[config.mk]
export PLATFORM = sky130hd
export DESIGN_NAME = spc_sys_ref_clock_ctrl
export DESIGN_NICKNAME = d
export VERILOG_FILES = /design/src/shared/spc_pkg.sv /design/src/rtl/spc_sys_ref_clock_ctrl.sv /design/src/rtl/spc_lock_det.sv /design/src/rtl/spc_stab_timer.sv
export SDC_FILE = /design/constraint.sdc
export NUM_CORES = 1
export LEC_CHECK = 0
export BUFFER_PORTS_ARGS = -buffer_cell sky130_fd_sc_hd__buf_2
export CAP_MARGIN = 40
export CORE_ASPECT_RATIO = 0.75
export CORE_MARGIN = 8
export CORE_UTILIZATION = 58
export CTS_CLUSTER_SIZE = 28
export DETAILED_ROUTE_END_ITERATION = 6
export GPL_ROUTABILITY_DRIVEN = 0
export MAX_ROUTING_LAYER = met4
export PLACE_DENSITY_LB_ADDON = 0.25
export SKIP_CTS_REPAIR_TIMING = 1
export SYNTH_ARGS = -nofsm -noshare
export SYNTH_HDL_FRONTEND = slang
export SYNTH_SLANG_ARGS = --single-unit
[constraint.sdc]
create_clock -name pclk -period 7.12 [get_ports pclk]
set_input_delay 0.712 -clock pclk [delete_from_list [all_inputs] [get_ports pclk]]
set_output_delay 0.712 -clock pclk [all_outputs]
set_load 0.01 [all_outputs]
[src/shared/spc_pkg.sv]
// spc_pkg: register indices, field positions, reset values and timing
// constants for the system clock pll control block.
// assumes: 32-bit apb, byte registers sit in the low lane of one word.
package spc_pkg;
  // ----------------------------------------------------------------
  // register indices (byte address is four times the index)
  // ----------------------------------------------------------------
  localparam logic [13:0] IDX_PLL_CONFIG = 14'h0100;
  localparam logic [13:0] IDX_PLL_ENABLE = 14'h0110;
  localparam logic [13:0] IDX_PERIOD_0 = 14'h0103;
  localparam logic [13:0] IDX_PERIOD_1 = 14'h0104;
  localparam logic [13:0] IDX_PERIOD_2 = 14'h0105;
  localparam logic [13:0] IDX_STAB_0 = 14'h0106;
  localparam logic [13:0] IDX_STAB_1 = 14'h0107;
  localparam logic [13:0] IDX_STAB_2 = 14'h0108;
  localparam logic [13:0] IDX_CAL_SYNC = 14'h0A02;
  localparam logic [13:0] IDX_STATUS = 14'h0D01;
  localparam logic [13:0] IDX_IRQ_MON = 14'h0D02;
  localparam logic [13:0] IDX_IRQ_MASK = 14'h0D03;
  // ----------------------------------------------------------------
  // field positions
  // ----------------------------------------------------------------
  localparam int LD_DIV_LSB = 0;
  localparam int LD_DIS_BIT = 2;
  localparam int CP_CUR_LSB = 3;
  localparam int CP_MAN_BIT = 6;
  localparam int EXT_LF_BIT = 7;
  localparam int CAL_BIT = 0;
  localparam int ST_CAL_BIT = 1;
  localparam int ST_STABLE_BIT = 4;
  localparam int ST_LOCK_BIT = 0;
  localparam int PERIOD_W = 21;
  localparam int STAB_W = 20;
  localparam int LOCK_CNT_W = 11;
  // ----------------------------------------------------------------
  // reset values
  // ----------------------------------------------------------------
  localparam logic [7:0] PLL_CONFIG_RST = 8'h18; // 4 pump steps, auto
  localparam logic [7:0] BYTE_RST = 8'h00;
  // ----------------------------------------------------------------
  // lock run lengths selected by the divider field
  // ----------------------------------------------------------------
  localparam logic [LOCK_CNT_W-1:0] LOCK_RUN_0 = 11'h080; // 128
  localparam logic [LOCK_CNT_W-1:0] LOCK_RUN_1 = 11'h100; // 256
  localparam logic [LOCK_CNT_W-1:0] LOCK_RUN_2 = 11'h200; // 512
  localparam logic [LOCK_CNT_W-1:0] LOCK_RUN_3 = 11'h400; // 1024
  // ----------------------------------------------------------------
  // automatic pump current thresholds on the feedback divider
  // ----------------------------------------------------------------
  localparam logic [7:0] N_LOW = 8'h10;
  localparam logic [7:0] N_MID = 8'h40;
  localparam logic [2:0] CP_CODE_HI = 3'h7; // 8 steps
  localparam logic [2:0] CP_CODE_MID = 3'h3; // 4 steps
  localparam logic [2:0] CP_CODE_LO = 3'h1; // 2 steps
  // ----------------------------------------------------------------
  // timing
  // ----------------------------------------------------------------
  localparam int CLK_FREQ_HZ = 50000000;
  localparam int MS_PER_S = 1000;
  localparam int MS_CYCLES = CLK_FREQ_HZ / MS_PER_S; // one millisecond
endpackage

[src/rtl/spc_sys_ref_clock_ctrl.sv]
// spc_sys_ref_clock_ctrl: apb register file and control around the system
// clock multiplier pll: lock detect, pump current, filter select,
// stability timer, calibration trigger and reference monitor gating.
// assumes: pll status inputs are synchronous to pclk; apb master.
`timescale 1ns/1ps
`default_nettype none
module spc_sys_ref_clock_ctrl
  import spc_pkg::*;
#(
  parameter int MS_CYC = MS_CYCLES // clock cycles per millisecond
) (
  input wire logic pclk, // system clock
  input wire logic presetn, // async reset, active low
  input wire logic psel, // apb select
  input wire logic penable, // apb access phase
  input wire logic pwrite, // apb write
  input wire logic [15:0] paddr, // apb byte address
  input wire logic [31:0] pwdata, // apb write data
  output logic [31:0] prdata, // apb read data
  output logic pready, // apb ready
  output logic pslverr, // apb error, unmapped address
  input wire logic pfd_sample, // one phase detector decision
  input wire logic pfd_in_phase, // decision is in phase
  input wire logic [7:0] fb_div_n, // feedback divider value
  input wire logic cal_done, // calibration finished pulse
  output logic pll_enable, // pll enabled
  output logic [2:0] cp_current, // pump current, steps minus one
  output logic ext_filter, // external loop filter in use
  output logic [PERIOD_W-1:0] sys_period, // nominal period, fs
  output logic cal_start, // calibration start pulse
  output logic cal_busy, // calibration running
  output logic pll_locked, // lock detector result
  output logic sys_stable, // stability timer expired
  output logic ref_mon_en // input_reference_pins monitors on
);
  // ----------------------------------------------------------------
  // registers
  // ----------------------------------------------------------------
  logic [7:0] pll_config_reg;
  logic pll_enable_reg;
  logic [PERIOD_W-1:0] nominal_period_reg;
  logic [STAB_W-1:0] stability_timer_setting_reg;
  logic [7:0] cal_sync_control_reg;
  logic [7:0] irq_monitor_reg;
  logic [7:0] irq_mask_reg;
  logic [7:0] sys_ref_clock_status;
  logic [13:0] idx;
  logic wr_access;
  logic rd_setup;
  logic hit;
  logic [31:0] rd_next;
  logic locked;
  logic expired;
  logic arm_next;
  logic arm_reg;
  logic pll_en_q;
  logic cal_busy_q;
  logic stable_q;

  // automatic pump current choice from the feedback divider
  function automatic logic [2:0] auto_cp(input logic [7:0] n);
    if (n < N_LOW) begin
      auto_cp = CP_CODE_HI;
    end else if (n < N_MID) begin
      auto_cp = CP_CODE_MID;
    end else begin
      auto_cp = CP_CODE_LO;
    end
  endfunction

  // ----------------------------------------------------------------
  // apb decode
  // ----------------------------------------------------------------
  assign idx = paddr[15:2];
  assign wr_access = psel && penable && pready && pwrite;
  assign rd_setup = psel && !penable;

  // address map hit
  always_comb begin
    unique case (idx)
      IDX_PLL_CONFIG, IDX_PLL_ENABLE, IDX_PERIOD_0, IDX_PERIOD_1,
      IDX_PERIOD_2, IDX_STAB_0, IDX_STAB_1, IDX_STAB_2, IDX_CAL_SYNC,
      IDX_STATUS, IDX_IRQ_MON, IDX_IRQ_MASK: hit = 1'b1;
      default: hit = 1'b0;
    endcase
  end

  // status view of the block's own state
  always_comb begin
    sys_ref_clock_status = '0;
    sys_ref_clock_status[ST_LOCK_BIT] = locked;
    sys_ref_clock_status[ST_CAL_BIT] = cal_busy_q;
    sys_ref_clock_status[ST_STABLE_BIT] = expired;
  end

  // read data mux
  always_comb begin
    rd_next = '0;
    unique case (idx)
      IDX_PLL_CONFIG: rd_next[7:0] = pll_config_reg;
      IDX_PLL_ENABLE: rd_next[0] = pll_enable_reg;
      IDX_PERIOD_0: rd_next[7:0] = nominal_period_reg[7:0];
      IDX_PERIOD_1: rd_next[7:0] = nominal_period_reg[15:8];
      IDX_PERIOD_2: rd_next[4:0] = nominal_period_reg[20:16];
      IDX_STAB_0: rd_next[7:0] = stability_timer_setting_reg[7:0];
      IDX_STAB_1: rd_next[7:0] = stability_timer_setting_reg[15:8];
      IDX_STAB_2: rd_next[3:0] = stability_timer_setting_reg[19:16];
      IDX_CAL_SYNC: rd_next[7:0] = cal_sync_control_reg;
      IDX_STATUS: rd_next[7:0] = sys_ref_clock_status;
      IDX_IRQ_MON: rd_next[7:0] = irq_monitor_reg;
      IDX_IRQ_MASK: rd_next[7:0] = irq_mask_reg;
      default: rd_next = '0;
    endcase
  end

  // no wait state: answer prepared in setup, given in the first access cycle
  always_ff @(posedge pclk or negedge presetn) begin
    if (!presetn) begin
      pready <= 1'b0;
      pslverr <= 1'b0;
      prdata <= '0;
    end else if (rd_setup) begin
      pready <= 1'b1;
      pslverr <= !hit;
      prdata <= (pwrite || !hit) ? 32'h0 : rd_next;
    end else begin
      pready <= 1'b0;
      pslverr <= 1'b0;
      prdata <= '0;
    end
  end

  // ----------------------------------------------------------------
  // configuration registers
  // ----------------------------------------------------------------
  // software-written settings
  always_ff @(posedge pclk or negedge presetn) begin
    if (!presetn) begin
      pll_config_reg <= PLL_CONFIG_RST;
      pll_enable_reg <= 1'b0;
      nominal_period_reg <= '0;
      stability_timer_setting_reg <= '0;
      irq_mask_reg <= BYTE_RST;
    end else if (wr_access && !pslverr) begin
      unique case (idx)
        IDX_PLL_CONFIG: pll_config_reg <= pwdata[7:0];
        IDX_PLL_ENABLE: pll_enable_reg <= pwdata[0];
        IDX_PERIOD_0: nominal_period_reg[7:0] <= pwdata[7:0];
        IDX_PERIOD_1: nominal_period_reg[15:8] <= pwdata[7:0];
        IDX_PERIOD_2: nominal_period_reg[20:16] <= pwdata[4:0];
        IDX_STAB_0: stability_timer_setting_reg[7:0] <= pwdata[7:0];
        IDX_STAB_1: stability_timer_setting_reg[15:8] <= pwdata[7:0];
        IDX_STAB_2: stability_timer_setting_reg[19:16] <= pwdata[3:0];
        IDX_IRQ_MASK: irq_mask_reg <= pwdata[7:0];
        default: ;
      endcase
    end
  end

  // ----------------------------------------------------------------
  // calibration trigger
  // ----------------------------------------------------------------
  // bit 0 stored as written; a one-to-zero write starts calibration
  always_ff @(posedge pclk or negedge presetn) begin
    if (!presetn) begin
      cal_sync_control_reg <= BYTE_RST;
      cal_start <= 1'b0;
    end else begin
      cal_start <= 1'b0;
      if (wr_access && !pslverr && idx == IDX_CAL_SYNC) begin
        cal_sync_control_reg <= pwdata[7:0];
        cal_start <= cal_sync_control_reg[CAL_BIT] && !pwdata[CAL_BIT];
      end
    end
  end

  // busy from the start pulse until the done pulse
  always_ff @(posedge pclk or negedge presetn) begin
    if (!presetn) begin
      cal_busy_q <= 1'b0;
    end else if (cal_start) begin
      cal_busy_q <= 1'b1;
    end else if (cal_done) begin
      cal_busy_q <= 1'b0;
    end
  end

  // ----------------------------------------------------------------
  // event monitor: masked sticky latch, write one to clear
  // ----------------------------------------------------------------
  always_ff @(posedge pclk or negedge presetn) begin
    if (!presetn) begin
      irq_monitor_reg <= BYTE_RST;
      stable_q <= 1'b0;
    end else begin
      stable_q <= expired;
      for (int i = 0; i < 8; i++) begin
        if (wr_access && !pslverr && idx == IDX_IRQ_MON && pwdata[i]) begin
          irq_monitor_reg[i] <= 1'b0;
        end
      end
      // a new event wins over a clear in the same cycle
      if (cal_start && irq_mask_reg[ST_CAL_BIT]) begin
        irq_monitor_reg[ST_CAL_BIT] <= 1'b1;
      end
      if (expired && !stable_q && irq_mask_reg[ST_STABLE_BIT]) begin
        irq_monitor_reg[ST_STABLE_BIT] <= 1'b1;
      end
    end
  end

  // ----------------------------------------------------------------
  // lock detector and stability timer
  // ----------------------------------------------------------------
  spc_lock_det u_lock (
    .pclk(pclk),
    .presetn(presetn),
    .enable(!pll_config_reg[LD_DIS_BIT]),
    .sample_en(pfd_sample),
    .in_phase(pfd_in_phase),
    .run_sel(pll_config_reg[LD_DIV_LSB +: 2]),
    .locked(locked)
  );

  // enabled pll times from lock; disabled pll times from the disable
  assign arm_next = pll_enable_reg ? locked : 1'b1;

  // arming; any change of the enable restarts the count
  always_ff @(posedge pclk or negedge presetn) begin
    if (!presetn) begin
      pll_en_q <= 1'b0;
      arm_reg <= 1'b0;
    end else begin
      pll_en_q <= pll_enable_reg;
      arm_reg <= arm_next && (pll_en_q == pll_enable_reg);
    end
  end

  // a disabled detector never locks: software zeroes the setting
  spc_stab_timer #(
    .MS_CYC(MS_CYC)
  ) u_timer (
    .pclk(pclk),
    .presetn(presetn),
    .arm(arm_reg),
    .setting(stability_timer_setting_reg),
    .expired(expired)
  );

  // ----------------------------------------------------------------
  // analog-facing controls, all registered
  // ----------------------------------------------------------------
  always_ff @(posedge pclk or negedge presetn) begin
    if (!presetn) begin
      pll_enable <= 1'b0;
      cp_current <= PLL_CONFIG_RST[CP_CUR_LSB +: 3];
      ext_filter <= 1'b0;
      sys_period <= '0;
      cal_busy <= 1'b0;
      pll_locked <= 1'b0;
      sys_stable <= 1'b0;
      ref_mon_en <= 1'b0;
    end else begin
      pll_enable <= pll_enable_reg;
      if (pll_config_reg[CP_MAN_BIT]) begin
        cp_current <= pll_config_reg[CP_CUR_LSB +: 3];
      end else begin
        cp_current <= auto_cp(fb_div_n);
      end
      ext_filter <= pll_config_reg[EXT_LF_BIT];
      sys_period <= nominal_period_reg;
      cal_busy <= cal_busy_q;
      pll_locked <= locked;
      sys_stable <= expired;
      ref_mon_en <= expired;
    end
  end

  // ----------------------------------------------------------------
  // checks
  // ----------------------------------------------------------------
  AST_REF_GATED: assert property (@(posedge pclk) disable iff (!presetn)
    ref_mon_en |-> $past(expired))
    else $error("reference monitors on before stable");
  AST_AUTO_CP: assert property (@(posedge pclk) disable iff (!presetn)
    !pll_config_reg[CP_MAN_BIT] |=> cp_current == auto_cp($past(fb_div_n)))
    else $error("auto pump current not from divider");
  AST_MAN_CP: assert property (@(posedge pclk) disable iff (!presetn)
    pll_config_reg[CP_MAN_BIT] |=>
      cp_current == $past(pll_config_reg[CP_CUR_LSB +: 3]))
    else $error("manual pump current not from field");
  AST_CAL_CLEAR_START: assert property (@(posedge pclk)
    disable iff (!presetn)
    cal_start |-> $past(cal_sync_control_reg[CAL_BIT])
      && !cal_sync_control_reg[CAL_BIT])
    else $error("calibration start without one-to-zero write");
  AST_CAL_BUSY: assert property (@(posedge pclk) disable iff (!presetn)
    cal_start |=> cal_busy_q ##1 cal_busy)
    else $error("calibration busy not raised by start");
  AST_STATUS_STABLE: assert property (@(posedge pclk) disable iff (!presetn)
    rd_setup && !pwrite && idx == IDX_STATUS |=>
      prdata[ST_STABLE_BIT] == $past(expired))
    else $error("status bit 4 does not show expiry");
  AST_CAL_LATCH_MASK: assert property (@(posedge pclk)
    disable iff (!presetn)
    $rose(irq_monitor_reg[ST_CAL_BIT]) |->
      $past(cal_start && irq_mask_reg[ST_CAL_BIT]))
    else $error("calibration event latched while masked");
endmodule
`default_nettype wire

[src/rtl/spc_lock_det.sv]
// spc_lock_det: counts consecutive in-phase phase detector samples.
// assumes: sample_en is a one-cycle pulse per phase detector cycle.
`timescale 1ns/1ps
`default_nettype none
module spc_lock_det
  import spc_pkg::*;
(
  input wire logic pclk, // system clock
  input wire logic presetn, // async reset, active low
  input wire logic enable, // detector running
  input wire logic sample_en, // one phase detector decision
  input wire logic in_phase, // decision is in phase
  input wire logic [1:0] run_sel, // required run length select
  output logic locked // lock declared
);
  logic [LOCK_CNT_W-1:0] run_reg;
  logic [LOCK_CNT_W-1:0] target;

  // required run length from the select field
  always_comb begin
    unique case (run_sel)
      2'h0: target = LOCK_RUN_0;
      2'h1: target = LOCK_RUN_1;
      2'h2: target = LOCK_RUN_2;
      2'h3: target = LOCK_RUN_3;
    endcase
  end

  // run counter: any out-of-phase sample restarts it
  always_ff @(posedge pclk or negedge presetn) begin
    if (!presetn) begin
      run_reg <= '0;
      locked <= 1'b0;
    end else if (!enable) begin
      run_reg <= '0;
      locked <= 1'b0;
    end else if (sample_en) begin
      if (!in_phase) begin
        run_reg <= '0;
        locked <= 1'b0;
      end else if (!locked) begin
        run_reg <= run_reg + 1'b1;
        if (run_reg + 1'b1 >= target) begin
          locked <= 1'b1;
        end
      end
    end
  end

  AST_OOP_DROPS_LOCK: assert property (@(posedge pclk) disable iff (!presetn)
    enable && sample_en && !in_phase |=> !locked)
    else $error("lock held after out-of-phase sample");
  AST_LOCK_NEEDS_RUN: assert property (@(posedge pclk) disable iff (!presetn)
    $rose(locked) |-> $past(run_reg) + 1'b1 >= $past(target))
    else $error("lock declared before required run");
  AST_DISABLED_NO_LOCK: assert property (@(posedge pclk)
    disable iff (!presetn) !enable |=> !locked)
    else $error("lock declared while detector disabled");
endmodule
`default_nettype wire

[src/rtl/spc_stab_timer.sv]
// spc_stab_timer: millisecond stability timer with zero meaning done.
// assumes: arm is a level; clearing it restarts the count.
`timescale 1ns/1ps
`default_nettype none
module spc_stab_timer
  import spc_pkg::*;
#(
  parameter int MS_CYC = MS_CYCLES // clock cycles per millisecond
) (
  input wire logic pclk, // system clock
  input wire logic presetn, // async reset, active low
  input wire logic arm, // timing allowed
  input wire logic [STAB_W-1:0] setting, // milliseconds
  output logic expired // timer has run out
);
  logic [31:0] div_reg;
  logic [STAB_W-1:0] ms_reg;
  logic tick;

  assign tick = (div_reg == 32'(MS_CYC - 1));

  // millisecond divider, aligned to the start of timing
  always_ff @(posedge pclk or negedge presetn) begin
    if (!presetn) begin
      div_reg <= '0;
    end else if (!arm || tick) begin
      div_reg <= '0;
    end else begin
      div_reg <= div_reg + 32'h1;
    end
  end

  // elapsed milliseconds and expiry
  always_ff @(posedge pclk or negedge presetn) begin
    if (!presetn) begin
      ms_reg <= '0;
      expired <= 1'b0;
    end else if (setting == '0) begin
      ms_reg <= '0;
      expired <= 1'b1;
    end else if (!arm) begin
      ms_reg <= '0;
      expired <= 1'b0;
    end else if (tick && !expired) begin
      ms_reg <= ms_reg + 1'b1;
      expired <= (ms_reg + 1'b1 >= setting);
    end
  end

  AST_ZERO_EXPIRES: assert property (@(posedge pclk) disable iff (!presetn)
    setting == '0 |=> expired)
    else $error("zero setting did not expire timer");
  AST_UNARMED_CLEAR: assert property (@(posedge pclk) disable iff (!presetn)
    !arm && setting != '0 |=> !expired)
    else $error("timer expired while not armed");
endmodule
`default_nettype wire

==> key figures <==
Drt
  • DRC violations left: 0
  • DRT Pass-1 Iters: 5
  • DR vias: 6894
  • Avg WL per Cell: 18.61 µm
  • Detail-routed via count per cell: 6.042
  • Final antenna-violating net count: 0
  • Final WL: 21.23 mm
  • DRT iter0 DRCs: 649

Worst setup path
  • CP Launch Point: u_timer.ms_reg[0]
  • Critical path endpoint category: flip-flop
  • WS Path Type: reg -> reg
  • Critical Path RT: 7440 ps
  • Worst reg2reg path endpoint: u_timer.expired
  • End point of the critical path: u_timer.expired
  • Register-to-Register Path Depth: 11
  • Crit path max fanout: 5
  • Crit path arrival time: 3500 ps
  • CP Launch Type: flip-flop
  • R2r startpoint: u_timer.ms_reg[0]
  • R2r setup slk: 3940 ps

Power
  • P per Cell Area: 207.3 mW/mm²
  • Peak supply drop: 0.2125 mV
  • P_leak: 4.694 nW

Logic synthesis
  • Synth top area share: 47.31%
  • Mean post-synth cell area: 10.60 µm²
  • Commonest cells in the netlist: dfrtp_1, mux2_2, nor2_1, nand2_1, nand3_1
  • Synth area leaders: dfrtp_1, mux2_2, ha_1
  • Ys async rst share: 100.0%
  • Count leader, synth: dfrtp_1
  • Mapped Cells: 853
  • Sequential element share of the synthesized area: 48.47%
  • Seq cells post-synth: 175
  • Post-synth cell types: 64
  • Commonest register cell after synthesis: dfrtp_1
  • Post-synth top area cell: dfrtp_1
  • Number of synthesized flops with an enable pin: 0
  • Synth warn: 0
  • Cell Area, Synth: 0.009045 mm²

Floorplan
  • I/O pin cnt: 129
  • Initial core utilization: 59.41%
  • # rows: 39
  • Die Area: 0.01989 mm²
  • Die Width: 160.2 µm
  • Chip Height: 124.2 µm
  • CORE AREA: 0.01522 mm²

Run
  • Maxcap violations: 0

Clock network
  • H-tree Lvls: 4
  • Clock sinks: 175
  • CTS tree: built
  • Total CTS buffers: 17
  • Skew-Pair Late Insertion Delay: 440 ps
  • CTS max path bufs: 2
  • Root Driver: clkbuf_16
  • Clock Pin Slew Worst Setup and Hold Paths: 80 ps

STA
  • Max-slew violations: 0
  • RSZ-0062 raised after global routing: false
  • Slack of the critical path: 3938 ps
  • F_max: 314.2 MHz
  • Setup tns final: 0 ps
  • Fin crit share: 44.70%
  • Slew HR: 41.82%
  • Final Hold Fails: 0
  • Slew of the pin with the lowest slew margin: 867.9 ps
  • Tmin final: 3182 ps
  • Final Skew: 11.37 ps
  • Setup violators final: 0

Global route
  • GRT overflow: 0
  • Initial antenna violation count: 0
  • First-pass GRT wire length: 34.57 mm
  • GRT Util Overall: 22.50%
  • Vias in the first global route: 6519
  • Largest net degree at the start of global routing: 63

Final layout
  • Non-Filler Cell Area, Final: 0.01014 mm²
  • Largest register FFs: 32
  • Area growth from synthesis to layout: 12.10%
  • Layout cell share with drive strength beyond 1: 22.33%
  • ANT cells: 0
  • Nets@finish: 1015
  • Seq. cell area: 0.004384 mm²
  • Fillers: 1177
  • Area of the multi-input gates: 0.004318 mm²

Status
  • Status: finished clean

Placed design
  • IO Port Bufs: 74
  • Placed cell areas: 0.009510 mm²
  • Pre-CTS WS: 4007 ps
  • Dpl hpwl: 14.89 mm

Worst hold path
  • Min-delay worst type: in -> async
==> cell families after synthesis <==
group | Yosys count | synth area share, %
simple gates | 300 | 17.82
flops | 175 | 48.47
other cells | 1 | 0.04146
xor+xnor | 59 | 5.713
compound gates | 125 | 9.116
fa+ha+maj | 28 | 3.873
mux | 78 | 10.18
buf+inv | 87 | 4.786
==> metal layers <==
| metal | GRT usage [%] | wire length (µm) | share of wire, % | vias to the layer above |
|---|---|---|---|---|
| met2 | 33.76 | 9559 | 45 | 256 |
| li1 | - | - | - | 3198 |
| met4 | 5.763 | 254 | 1.2 | 0 |
| met3 | 5.680 | 1476 | 7.0 | 27 |
| met5 | - | 0 | 0 | - |
| met1 | 30.29 | 9939 | 47 | 3413 |
==> critical path, stage by stage, from the launching register on <==
cell	delay, ps
dfrtp_1	450
ha_1	270
nand3_1	170
nor4_1	700
nand3_1	240
xnor2_1	220
ha_1	260
nand2_1	70
o21ai_0	90
a221oi_1	300
o2111ai_1	150
o221a_2	140
==> placed cells by master (no fill, tap or decap), types with 17 or more instances in the layout <==
master     netlist  routed
nand3_1         38      38
a21oi_1         26      26
ha_1            28      28
nor4_1          27      27
mux2_2          72      72
nand2_1         63      63
xnor2_1         32      32
clkbuf_16        0      17
o21ai_0         35      35
buf_2            4      75
xor2_1          27      27
dfrtp_1        171     171
conb_1           1      24
inv_1           32      32
nand4_1         21      21
nor2_1          64      64
==> how the worst min path moves through the flow <==
stage                                 startpoint           endpoint  slack, ps  cells past startpoint
after CTS                                presetn  u_lock.run_reg[1]        220                      1
after global placement    nominal_period_reg[12]     sys_period[12]        380                      0
after global routing                     presetn  u_lock.run_reg[2]        230                      1
after detailed placement  nominal_period_reg[12]     sys_period[12]        390                      0
final                                    presetn  u_lock.run_reg[1]        200                      1
after floorplan           nominal_period_reg[16]     sys_period[16]        360                      0
==> final cells by class <==
class	instances	share of cell area (%)
multi-input cells	614	42.58
clock inverters	15	1.962
well taps	205	2.530
clock buffers	17	4.195
repair buffers	83	4.307
flip-flops and latches	175	43.24
inverters	32	1.185
==> metrics by stage <==
stage	hold slack [ps]	total power (W)	utilization, %	instances
final	199.1	0.002102	66.60	1141
after CTS	217.6	0.002114	66.57	1140
after global placement	383.8	0.001142	62.40	1106
after floorplan	364.4	0.001101	-	876
after detailed placement	388.3	0.001145	62.47	1108
after global routing	230.7	0.002170	66.60	1141
==> power by group <==
part / internal [W] / total [W] / switching [W]
Sequential: 0.00101 / 0.00103 / 0.0000199
Combinational: 0.0000294 / 0.000103 / 0.0000736
Clock: 0.000536 / 0.000973 / 0.000437
Total: 0.00157 / 0.00210 / 0.000530
No activity file was read; power rests on OpenSTA's default activity.
